File: src/rtl/phyirq_pkg.sv
/*
 * Package for the PHY interrupt reason and enable block: expanded register
 * offsets, bit positions, reset values and the packed status carrier.
 * Assumes the expanded memory window decoder hands over 16-bit addresses
 * and 8-bit data with single-cycle read and write strobes.
 */
// Notes on behaviour
// Snapshot A bit 6 captures autonegotiation complete when the interrupt asserts.
// Snapshot A bit 5 captures autonegotiation remote fault at interrupt assertion.
// Snapshot A bits 4:3 capture resolved speed at assertion, only with link up.
// Snapshot A bit 2 captures resolved link status at interrupt assertion.
// Snapshot A bit 1 captures resolved duplex at assertion, only with link up.
// Snapshot A bit 0 captures jabber status at interrupt assertion.
// Snapshot B bit 7 captures gigabit configuration fault at assertion.
// Snapshot B bit 6 captures gigabit status bit 14 at assertion with link up.
// Snapshot B bits 5 and 4 capture local and remote receiver status.
// Live reason A shows current autoneg complete, far fault, link and jabber.
// Live speed follows resolved speed with link up, else holds last linked value.
// Live duplex follows resolved duplex with link up, else holds last value.
// Live reason B shows gigabit status bits 15 to 12 in bits 7 to 4.
// Enable A bits 7..5 gate count threshold, autoneg complete, far fault; reset 0.
// Enable A bits 4..0 gate speed, link threshold, link, duplex, jabber.
// Enable B bits 6..3 gate config, local, remote receiver, idle threshold; bit 7 fixed.
// Enable B bits 2, 1, 0 gate firmware ROM, firmware RAM and reset sequence.
// Snapshots hold from one assertion to the next and reset to zero.
// Interrupt asserts when any latched status meets its enable; snapshot on that edge.
// Reserved bits read zero and ignore writes.
// Latched status sets on change or threshold hit and stays set until software writes one to clear; firmware bits B 2 and 1 only mirror.
// Interrupt pin driven only in interrupt mode; polarity selects active level.
// Host reaches the 8-bit registers through the expanded address pointer and data.
package phyirq_pkg;

   localparam logic [15:0] OFS_SNAP_A   = 16'h810f;
   localparam logic [15:0] OFS_SNAP_B   = 16'h8110;
   localparam logic [15:0] OFS_LIVE_A   = 16'h8111;
   localparam logic [15:0] OFS_LIVE_B   = 16'h8112;
   localparam logic [15:0] OFS_EN_A     = 16'h8113;
   localparam logic [15:0] OFS_EN_B     = 16'h8114;
   localparam logic [15:0] OFS_CLR_A    = 16'h8115;
   localparam logic [15:0] OFS_CLR_B    = 16'h8116;
   localparam logic [15:0] OFS_PIN_CTL  = 16'h8117;

   localparam logic [7:0]  RST_EN_A     = 8'h00;
   localparam logic [7:0]  RST_EN_B     = 8'h00;
   localparam logic [7:0]  RST_SNAP     = 8'h00;
   localparam logic [7:0]  RST_PIN_CTL  = 8'h00;
   localparam logic [7:0]  RST_STAT_A   = 8'h00;
   localparam logic [7:0]  RST_STAT_B   = 8'h01;

   localparam logic [7:0]  MASK_EN_B    = 8'h7f;
   localparam logic [7:0]  MASK_CLR_B   = 8'h79;
   localparam logic [7:0]  MASK_PIN_CTL = 8'h05;
   localparam logic [7:0]  MASK_A_SRC   = 8'h76;

   localparam int          BIT_MODE     = 2;
   localparam int          BIT_POL      = 0;
   localparam int          BIT_FW_ROM   = 2;
   localparam int          BIT_FW_RAM   = 1;

   localparam int          GIG_CFG_FAULT = 15;
   localparam int          GIG_MASTER    = 14;
   localparam int          GIG_LOC_RCVR  = 13;
   localparam int          GIG_REM_RCVR  = 12;

   typedef struct packed {
      logic       autoneg_done_flag;
      logic       autoneg_far_fault_flag;
      logic [1:0] speed;
      logic       link;
      logic       duplex;
      logic       jabber;
   } phyirq_link_s;

endpackage

File: src/rtl/phyirq_core.sv
/*
 * PHY interrupt reason capture, live reason view, latched status,
 * source enables, clear registers and interrupt pin control.
 * Assumes status inputs come from logic on SYS_CLK_I and the expanded
 * memory decoder issues one-cycle strobes; read data is registered.
 */
`timescale 1ns/10ps
module phyirq_core
(
   input  wire logic                     SYS_CLK_I,        // Core clock, 25 MHz.
   input  wire logic                     ARST_N_I,         // Asynchronous reset, active low.
   input  wire phyirq_pkg::phyirq_link_s LINK_STAT_I,      // Link and autoneg status.
   input  wire logic [15:0]              GIG_STAT_I,       // Gigabit status register.
   input  wire logic                     AN_THRESH_HIT_I,  // Autoneg count over limit.
   input  wire logic                     LINK_THRESH_HIT_I,// Link count over limit.
   input  wire logic                     IEC_THRESH_HIT_I, // Idle error count over limit.
   input  wire logic                     FW_ROM_RUN_I,     // Firmware runs from ROM.
   input  wire logic                     RESET_SEQ_I,      // Firmware passed reset sequence.
   input  wire logic [15:0]              EXP_ADDR_I,       // Expanded address pointer.
   input  wire logic [7:0]               EXP_WDATA_I,      // Expanded write data.
   input  wire logic                     EXP_WR_I,         // Write strobe, one cycle.
   input  wire logic                     EXP_RD_I,         // Read strobe, one cycle.
   output logic      [7:0]               EXP_RDATA_O,      // Registered read data.
   output logic                          IRQ_O,            // Interrupt pin level.
   output logic                          IRQ_OE_O          // Interrupt pin enable.
);

   logic [7:0]                 en_a_q;
   logic [7:0]                 en_b_q;
   logic [7:0]                 stat_a_q;
   logic [7:0]                 stat_b_q;
   logic [7:0]                 stat_a_set;
   logic [7:0]                 stat_b_set;
   logic [7:0]                 clr_a;
   logic [7:0]                 clr_b;
   logic [7:0]                 snap_a_q;
   logic [7:0]                 snap_b_q;
   logic [7:0]                 pin_ctl_q;
   logic [7:0]                 live_a;
   logic [7:0]                 live_b;
   logic [2:0]                 kept_q;
   phyirq_pkg::phyirq_link_s   prev_link_q;
   logic [3:0]                 prev_gig_q;
   logic                       prev_fw_q;
   logic                       prev_rst_q;
   logic                       irq_req;
   logic                       irq_req_q;
   logic                       irq_rise;

   // The address comes in as an argument so a continuous assignment sees it change.
   function automatic logic hit(input logic [15:0] adr, input logic [15:0] ofs);
      hit = (adr == ofs);
   endfunction

   // Write-one clears are self-clearing: they act only in the strobe cycle.
   assign clr_a = (EXP_WR_I && hit(EXP_ADDR_I, phyirq_pkg::OFS_CLR_A)) ? EXP_WDATA_I : 8'h00;
   assign clr_b = (EXP_WR_I && hit(EXP_ADDR_I, phyirq_pkg::OFS_CLR_B)) ?
                  (EXP_WDATA_I & phyirq_pkg::MASK_CLR_B) : 8'h00;

   always_ff @(posedge SYS_CLK_I or negedge ARST_N_I)
   begin
      if (!ARST_N_I)
      begin
         en_a_q    <= phyirq_pkg::RST_EN_A;
         en_b_q    <= phyirq_pkg::RST_EN_B;
         pin_ctl_q <= phyirq_pkg::RST_PIN_CTL;
      end
      else if (EXP_WR_I)
      begin
         if (hit(EXP_ADDR_I, phyirq_pkg::OFS_EN_A))
            en_a_q <= EXP_WDATA_I;
         if (hit(EXP_ADDR_I, phyirq_pkg::OFS_EN_B))
            en_b_q <= EXP_WDATA_I & phyirq_pkg::MASK_EN_B;
         if (hit(EXP_ADDR_I, phyirq_pkg::OFS_PIN_CTL))
            pin_ctl_q <= EXP_WDATA_I & phyirq_pkg::MASK_PIN_CTL;
      end
   end

   // Previous-cycle copies for change detection.
   always_ff @(posedge SYS_CLK_I or negedge ARST_N_I)
   begin
      if (!ARST_N_I)
      begin
         prev_link_q <= '0;
         prev_gig_q  <= 4'h0;
         prev_fw_q   <= 1'b0;
         prev_rst_q  <= 1'b0;
      end
      else
      begin
         prev_link_q <= LINK_STAT_I;
         prev_gig_q  <= GIG_STAT_I[15:12];
         prev_fw_q   <= FW_ROM_RUN_I;
         prev_rst_q  <= RESET_SEQ_I;
      end
   end

   always_comb
   begin
      stat_a_set    = 8'h00;
      stat_a_set[7] = AN_THRESH_HIT_I;
      stat_a_set[6] = LINK_STAT_I.autoneg_done_flag != prev_link_q.autoneg_done_flag;
      stat_a_set[5] = LINK_STAT_I.autoneg_far_fault_flag != prev_link_q.autoneg_far_fault_flag;
      stat_a_set[4] = LINK_STAT_I.link && (LINK_STAT_I.speed != prev_link_q.speed);
      stat_a_set[3] = LINK_THRESH_HIT_I;
      stat_a_set[2] = LINK_STAT_I.link != prev_link_q.link;
      stat_a_set[1] = LINK_STAT_I.link && (LINK_STAT_I.duplex != prev_link_q.duplex);
      stat_a_set[0] = LINK_STAT_I.jabber != prev_link_q.jabber;
      stat_b_set    = 8'h00;
      stat_b_set[6] = LINK_STAT_I.link && (GIG_STAT_I[14] != prev_gig_q[2]);
      stat_b_set[5] = GIG_STAT_I[13] != prev_gig_q[1];
      stat_b_set[4] = GIG_STAT_I[12] != prev_gig_q[0];
      stat_b_set[3] = IEC_THRESH_HIT_I;
      stat_b_set[0] = RESET_SEQ_I && !prev_rst_q;
   end

   // A set arriving with its clear wins, so no event is lost.
   always_ff @(posedge SYS_CLK_I or negedge ARST_N_I)
   begin
      if (!ARST_N_I)
      begin
         stat_a_q <= phyirq_pkg::RST_STAT_A;
         stat_b_q <= phyirq_pkg::RST_STAT_B;
      end
      else
      begin
         stat_a_q <= (stat_a_q & ~clr_a) | stat_a_set;
         stat_b_q[7] <= 1'b0;
         stat_b_q[6:3] <= (stat_b_q[6:3] & ~clr_b[6:3]) | stat_b_set[6:3];
         // The firmware flags mirror where the firmware runs; they have no clear.
         stat_b_q[phyirq_pkg::BIT_FW_ROM] <= FW_ROM_RUN_I;
         stat_b_q[phyirq_pkg::BIT_FW_RAM] <= !FW_ROM_RUN_I && prev_fw_q == FW_ROM_RUN_I;
         stat_b_q[0] <= (stat_b_q[0] & ~clr_b[0]) | stat_b_set[0];
      end
   end

   assign irq_req  = |(stat_a_q & en_a_q) || |(stat_b_q & en_b_q);
   assign irq_rise = irq_req && !irq_req_q;

   always_ff @(posedge SYS_CLK_I or negedge ARST_N_I)
   begin
      if (!ARST_N_I)
         irq_req_q <= 1'b0;
      else
         irq_req_q <= irq_req;
   end

   // Snapshots are taken only on the rising edge of the request and then hold.
   always_ff @(posedge SYS_CLK_I or negedge ARST_N_I)
   begin
      if (!ARST_N_I)
      begin
         snap_a_q <= phyirq_pkg::RST_SNAP;
         snap_b_q <= phyirq_pkg::RST_SNAP;
      end
      else if (irq_rise)
      begin
         snap_a_q[7] <= 1'b0;
         snap_a_q[6] <= LINK_STAT_I.autoneg_done_flag;
         snap_a_q[5] <= LINK_STAT_I.autoneg_far_fault_flag;
         if (LINK_STAT_I.link)
         begin
            snap_a_q[4:3] <= LINK_STAT_I.speed;
            snap_a_q[1]   <= LINK_STAT_I.duplex;
            snap_b_q[6]   <= GIG_STAT_I[phyirq_pkg::GIG_MASTER];
         end
         snap_a_q[2] <= LINK_STAT_I.link;
         snap_a_q[0] <= LINK_STAT_I.jabber;
         snap_b_q[7] <= GIG_STAT_I[phyirq_pkg::GIG_CFG_FAULT];
         snap_b_q[5] <= GIG_STAT_I[phyirq_pkg::GIG_LOC_RCVR];
         snap_b_q[4] <= GIG_STAT_I[phyirq_pkg::GIG_REM_RCVR];
         snap_b_q[3:0] <= 4'h0;
      end
   end

   // Speed and duplex last seen while linked, for the live view.
   always_ff @(posedge SYS_CLK_I or negedge ARST_N_I)
   begin
      if (!ARST_N_I)
         kept_q <= 3'h0;
      else if (LINK_STAT_I.link)
         kept_q <= {LINK_STAT_I.speed, LINK_STAT_I.duplex};
   end

   always_comb
   begin
      live_a    = 8'h00;
      live_a[6] = LINK_STAT_I.autoneg_done_flag;
      live_a[5] = LINK_STAT_I.autoneg_far_fault_flag;
      live_a[4:3] = LINK_STAT_I.link ? LINK_STAT_I.speed : kept_q[2:1];
      live_a[2] = LINK_STAT_I.link;
      live_a[1] = LINK_STAT_I.link ? LINK_STAT_I.duplex : kept_q[0];
      live_a[0] = LINK_STAT_I.jabber;
      live_b    = {GIG_STAT_I[15:12], 4'h0};
   end

   always_ff @(posedge SYS_CLK_I or negedge ARST_N_I)
   begin
      if (!ARST_N_I)
         EXP_RDATA_O <= 8'h00;
      else if (EXP_RD_I)
      begin
         case (EXP_ADDR_I)
            phyirq_pkg::OFS_SNAP_A:  EXP_RDATA_O <= snap_a_q;
            phyirq_pkg::OFS_SNAP_B:  EXP_RDATA_O <= snap_b_q;
            phyirq_pkg::OFS_LIVE_A:  EXP_RDATA_O <= live_a;
            phyirq_pkg::OFS_LIVE_B:  EXP_RDATA_O <= live_b;
            phyirq_pkg::OFS_EN_A:    EXP_RDATA_O <= en_a_q;
            phyirq_pkg::OFS_EN_B:    EXP_RDATA_O <= en_b_q;
            phyirq_pkg::OFS_PIN_CTL: EXP_RDATA_O <= pin_ctl_q;
            default:                 EXP_RDATA_O <= 8'h00;
         endcase
      end
   end

   // Pin drives only in interrupt mode; polarity one means active high.
   assign IRQ_OE_O = pin_ctl_q[phyirq_pkg::BIT_MODE];
   assign IRQ_O    = pin_ctl_q[phyirq_pkg::BIT_POL] ? irq_req : !irq_req;

endmodule

File: config.mk
export PLATFORM = sky130hd
export DESIGN_NAME = phyirq_core
export DESIGN_NICKNAME = d
export VERILOG_FILES = /design/src/rtl/phyirq_pkg.sv /design/src/rtl/phyirq_core.sv
export SDC_FILE = /design/constraint.sdc
export NUM_CORES = 1
export LEC_CHECK = 0
export BUFFER_PORTS_ARGS = -buffer_cell sky130_fd_sc_hd__buf_4
export CORE_ASPECT_RATIO = 0.8
export CORE_UTILIZATION = 25
export DETAILED_ROUTE_END_ITERATION = 12
export PLACE_DENSITY = 0.45
export SLEW_MARGIN = 20
export SYNTH_ARGS = -nofsm -noshare
export SYNTH_HDL_FRONTEND = slang
export SYNTH_SLANG_ARGS = --single-unit
File: constraint.sdc
create_clock -name SYS_CLK_I -period 1.91 [get_ports SYS_CLK_I]
set_input_delay 0.382 -clock SYS_CLK_I [delete_from_list [all_inputs] [get_ports SYS_CLK_I]]
set_output_delay 0.382 -clock SYS_CLK_I [all_outputs]
set_load 0.005 [all_outputs]
# [Yosys cells after proc, flatten, opt, wreduce, memory -nomap -nowiden]
# Index checks and enable logic that the tools add are counted.
[word_totals] in_bits=56 register_bits=67 wordCells=76 output_inout_bits=10
[classes] reduce_logical=19 n_bitwise=11 eq_ne=19 muxes=6
[ops] op="$eq 16x16->1 const B" n=9
[ops] op="$pmux 8 s7" n=1
[ops] op="$and 8x8->8" n=2
[ops] op="$reduce_or 8->1" n=2
[ops] op="$logic_and 1x1->1" n=8
[ops] op="$mux 8" n=1
[ops] op="$ne 1x1->1" n=8
[ops] op="$not 8->8" n=1
[ops] op="$or 8x8->8" n=1
[ops] op="$reduce_and 2->1" n=4
[ops] op="$and 7x7->7" n=1
[ops] op="$mux 7" n=1
[ops] op="$and 4x4->4" n=1
[ops] op="$logic_not 1->1" n=4
[ops] op="$not 4->4" n=1
[ops] op="$or 4x4->4" n=1
[ops] op="$mux 1" n=2
[ops] op="$mux 2" n=1
[ops] op="$ne 2x2->1" n=1
[ops] op="$and 1x1->1" n=1
[ops] op="$eq 1x1->1" n=1
[ops] op="$logic_or 1x1->1" n=1
[ops] op="$not 1->1" n=1
[ops] op="$or 1x1->1" n=1

# [Depth between registers and ports, before layout]
[logic_depth] depth_word=6 depth_mapped=7 ltp_nobuf=5

# [Worst setup path after synthesis]
# OpenSTA, ideal clock, no wires.
[synth_path] path_kind="input -> register" start="in EXP_ADDR_I[9]" end="reg en_a_q[0]" setup_slack_ns=0.112 t_required_ns=1.785 setup_time_ns=0.125 t_arrival_ns=1.673 path_buffers=0 cell_stages=4 path_cell_list="nor4b_4 nand4_4 nor3_4 mux2_2"
[synth_between] elab_chain_cells=2
[synth_rtl] item="start: declaration" line_no="phyirq_core.sv:19" rtl="input wire logic [15:0] EXP_ADDR_I,"
[synth_rtl] item="$eq 16x16->1" line_no="phyirq_core.sv:52" rtl="hit = (adr == ofs);"
[synth_rtl] item="$reduce_and 2->1 (no line)"
[synth_rtl] item="end signal: assignment" line_no="phyirq_core.sv:64" rtl="en_a_q <= phyirq_pkg::RST_EN_A;"
[synth_rtl] item="end: declaration" line_no="phyirq_core.sv:28" rtl="logic [7:0] en_a_q;"
# No other way between the ends.
# A chain may end at the register's enable or synchronous reset.

# [Worst setup path in the final report]
[layout_path] start="reg stat_a_q[1]" end="out IRQ_O"
[layout_between] elab_chain_cells=5
[layout_rtl] item="start: declaration" line_no="phyirq_core.sv:30" rtl="logic [7:0] stat_a_q;"
[layout_rtl] item="start signal: assignment" line_no="phyirq_core.sv:122" rtl="stat_a_q <= phyirq_pkg::RST_STAT_A;"
[layout_rtl] item="start signal: assignment" line_no="phyirq_core.sv:127" rtl="stat_a_q <= (stat_a_q & ~clr_a) | stat_a_set;"
[layout_rtl] item="$and 8x8->8 *" line_no="phyirq_core.sv:137" rtl="assign irq_req = |(stat_a_q & en_a_q) || |(stat_b_q & en_b_q);"
[layout_rtl] item="$reduce_or 8->1 *" line_no="phyirq_core.sv:137"
[layout_rtl] item="$logic_or 1x1->1 *" line_no="phyirq_core.sv:137"
[layout_rtl] item="$logic_not 1->1" line_no="phyirq_core.sv:218" rtl="assign IRQ_O = pin_ctl_q[phyirq_pkg::BIT_POL] ? irq_req : !irq_req;"
[layout_rtl] item="$mux 1 *" line_no="phyirq_core.sv:218"
[layout_rtl] item="end: declaration" line_no="phyirq_core.sv:24" rtl="output logic IRQ_O,"
# Mark *: on every way between the ends. The rest lies on a longest branch, timed or not.

==> flow_summary_export.csv <==
group,metric,value,unit
timing,tns,-0.514,ns
critical_path,worstPathBufferInverterCount,1,
yosys,synth-main-ff-cell,"dfrtp_1",
critical_path,regToRegSetupSlack,-0.07,ns
yosys,syn_inst,245,
yosys,synth-edff-count,0,
yosys,synth_area_per_cell,12.3,sq um
pwr,pwr-share-comb,8.6,%
pwr,sequentialPowerShare,42.4,%
layout,n_antenna_cell,0,
timing,finalWorstSetupSlack,-0.237,ns
place,gp_congestion,0.764,
place,dp_cells,472,
timing,fin_crit_sh,112,%
global_route,grt_max_degree,29,
routing,drcViolationCount,0,
floorplan,dieArea,0.0125,sq mm
place,io_buffers,53,
run_status,violations,"setup timing",
routing,first_iter_violations,97,
routing,avgRoutedWirePerCell,17.1,um
yosys,synth_top_area_share,54.0,%
routing,vias_per_cell,4.56,
timing,max_freq,466,MHz
critical_path,crit_path_end_kind,"primary output",
run_status,outcome,"complete, but fails checks",
timing,slew_violations,0,
yosys,synth_warnings,0,
yosys,ys_types,40,
clock_network,clk_latency,0.33,ns
yosys,ys_top_cells_by_area,"dfrtp_1 54%, mux2_2 12%, nand2_1 3.0%",
critical_path,path_cells,"a222oi_1, nand3_1, nor2_4, xor2_2, buf_4",
timing,rsz0062_at_grt,"true",
clock_network,ctsHtreeMaxLevel,3,
run,drv_cap,0,
min_path,holdCritStartpoint,"FW_ROM_RUN_I",
yosys,synth_fp_nets,301,
critical_path,crit_slowest_cell,"dfrtp_1",
pwr,p_sw,751,uW
floorplan,initial_utilization,26.0,%
layout,layout-drive-gt1-share,44.1,%
yosys,ys_seq_elements,66,
critical_path,start_kind,"register",
timing,finClkSkew,0.00715,ns
layout,final_cell_mix,"86 x buf_4, 65 x dfrtp_1, 24 x mux2_2, 24 x nand2_1, 15 x nor2_1",
routing,firstDrtPassIters,4,
timing,fin_crit,2.15,ns
critical_path,path_class,"register to primary output",
floorplan,core-area,0.0116,sq mm
floorplan,die_h,100,um
pwr,p_per_area,811,mW/mm^2
place,dp_hpwl,6.50,mm
yosys,ys_async_sr_fraction,100,%
clock_network,cts_buffers,9,
critical_path,critPathTopFamily,"flip-flops",
global_route,grt_pass1_vias,2313,
floorplan,die_w,125,um
layout,areaGrowthSynthToFinish,41.2,%
routing,routed_wl,8.42,mm
floorplan,num_rows,35,
timing,setup_viol,5,
layout,instances_no_fill,493,
clock_network,clock_sinks,66,
critical_path,arrival,1.77,ns
floorplan,ios,66,
global_route,grt_antenna_before_repair,0,
clock_network,cts_buffer_depth,2,
min_path,holdCritPathClass,"input port to register",
timing,hold_viol_final,0,
critical_path,regToRegEndpoint,"snap_a_q[4]$_DFFE_PN0P_",
routing,vias,2249,
yosys,synth.cell_area,0.00301,sq mm
global_route,grt_pass1_wl,13.2,mm
pwr,internal_power,2700,uW
critical_path,cp-endpoint,"IRQ_O",
pwr,vdd_drop_max,553,uV
routing,drtAntennaViolNets,0,
layout,mostFrequentLayoutCell,"buf_4",
global_route,grt.total_usage,14.6,%
pwr,swShare,21.8,%
layout,final_nets,397,
critical_path,crit_required,1.53,ns
critical_path,worstReg2RegStart,"stat_b_q[0]$_DFF_PN1_",
clock_network,cts_tree,"done",
yosys,ys_seq_area_share,54.9,%
critical_path,crit_cells,5,
clock_network,root_buffer,"clkbuf_16",
clock_network,path_clk_slew,0.05,ns
yosys,synth_area_leader_cell,"dfrtp_1",
global_route,grt-ovfl-total,0,
critical_path,reg2reg_depth,7,
critical_path,crit_start,"stat_a_q[1]$_DFF_PN0_",
timing,tightest_slew,0.475,ns
pwr,pwr-share-clk,49.0,%
timing,slew_headroom,68.3,%
pwr,p_leak,0.00191,uW
critical_path,cp_max_fo,2,
critical_path,max_stage_delay,0.39,ns
-- registers in the layout, summed over array words and instances (netlist names), 3 cells and up --
signal,count
stat_a_q,8
en_a_q,8
en_b_q,7
snap_b_q,4
kept_q,3
prev_link_q,7
prev_gig_q,3
EXP_RDATA_O,8
snap_a_q,7
stat_b_q,7
-- cell usage after synthesis, drive strengths merged, types with 3 or more instances --
cell type / count
nand3: 7
nor2: 16
dfrtp: 65
nand4: 6
nor3: 3
nand2: 25
clkbuf: 4
mux2: 33
a21o: 9
a22o: 5
mux4: 3
a21oi: 5
a22oi: 9
a211oi: 4
o21ai: 4
xor2: 9
inv: 7
-- stage by stage --
stage               setup WS [ns]  util (%)  total power, uW  cell area (sq um)  hold WS, ns
finish                     -0.237      36.7             3450               4260        0.164
floorplan                   0.112         -             1580               3010       0.0864
CTS                        -0.246      36.0             3490               4180        0.153
detailed placement         -0.159      33.1             1780               3840        0.300
global placement           -0.142      33.1             1770               3840        0.300
global route               -0.369      36.7             3590               4260        0.156
-- worst min-delay path by stage --
stage	slack, ns	cells after the start	end
after floorplan	0.09	0	EXP_RDATA_O[0]$_DFFE_PN0P_
after global placement	0.30	1	prev_link_q[5]$_DFF_PN0_
after detailed placement	0.30	1	prev_link_q[5]$_DFF_PN0_
after CTS	0.15	1	stat_b_q[2]$_DFF_PN0_
after global routing	0.16	1	prev_rst_q$_DFF_PN0_
final	0.16	1	stat_b_q[2]$_DFF_PN0_
-- logic make-up after synthesis --
family	Yosys count	synth area share, %
AOI/OAI and AO/OA	46	11.1
buffers and inverters	13	1.70
xor gates and xnor gates	11	3.20
DFF	66	54.9
and+or+nand+nor	73	14.5
muxes	36	14.6
-- timing repair --
action                                  CTS  global route
gates resized for setup                   3            13
endpoints found under the setup margin    1            10
pin swaps                                 3             6
hold endpoints to repair                 21             0
hold buffers                              1             0
buffers inserted                          2             4
-- power groups by stage --
stage          clock network, uW  logic, uW  registers, uW
2_1_floorplan                  0        102           1480
3_3_place_gp                   0        290           1480
3_5_place_dp                   0        293           1490
4_1_cts                     1730        296           1460
5_1_grt                     1800        327           1470
6_report                    1690        297           1460
-- routing by layer --
layer / global-route usage (%) / up-vias / part of all wire, %
met5: 0 / - / 0
met4: 5.56 / 0 / 1.4
met3: 3.73 / 9 / 3.9
met2: 20.9 / 54 / 43
met1: 21.0 / 1101 / 52
li1: - / 1085 / -
-- cell type report --
| class | instances | area, sq um |
|---|---|---|
| clock inverters | 2 | 35.0 |
| inverters | 7 | 26.3 |
| fillers | 1140 | 7350 |
| repair buffers | 91 | 718 |
| flip-flops and latches | 66 | 1650 |
| well taps | 148 | 185 |
| multi-input cells | 166 | 1370 |
| clock buffers | 13 | 270 |
No activity file was read; power rests on OpenSTA's default activity.
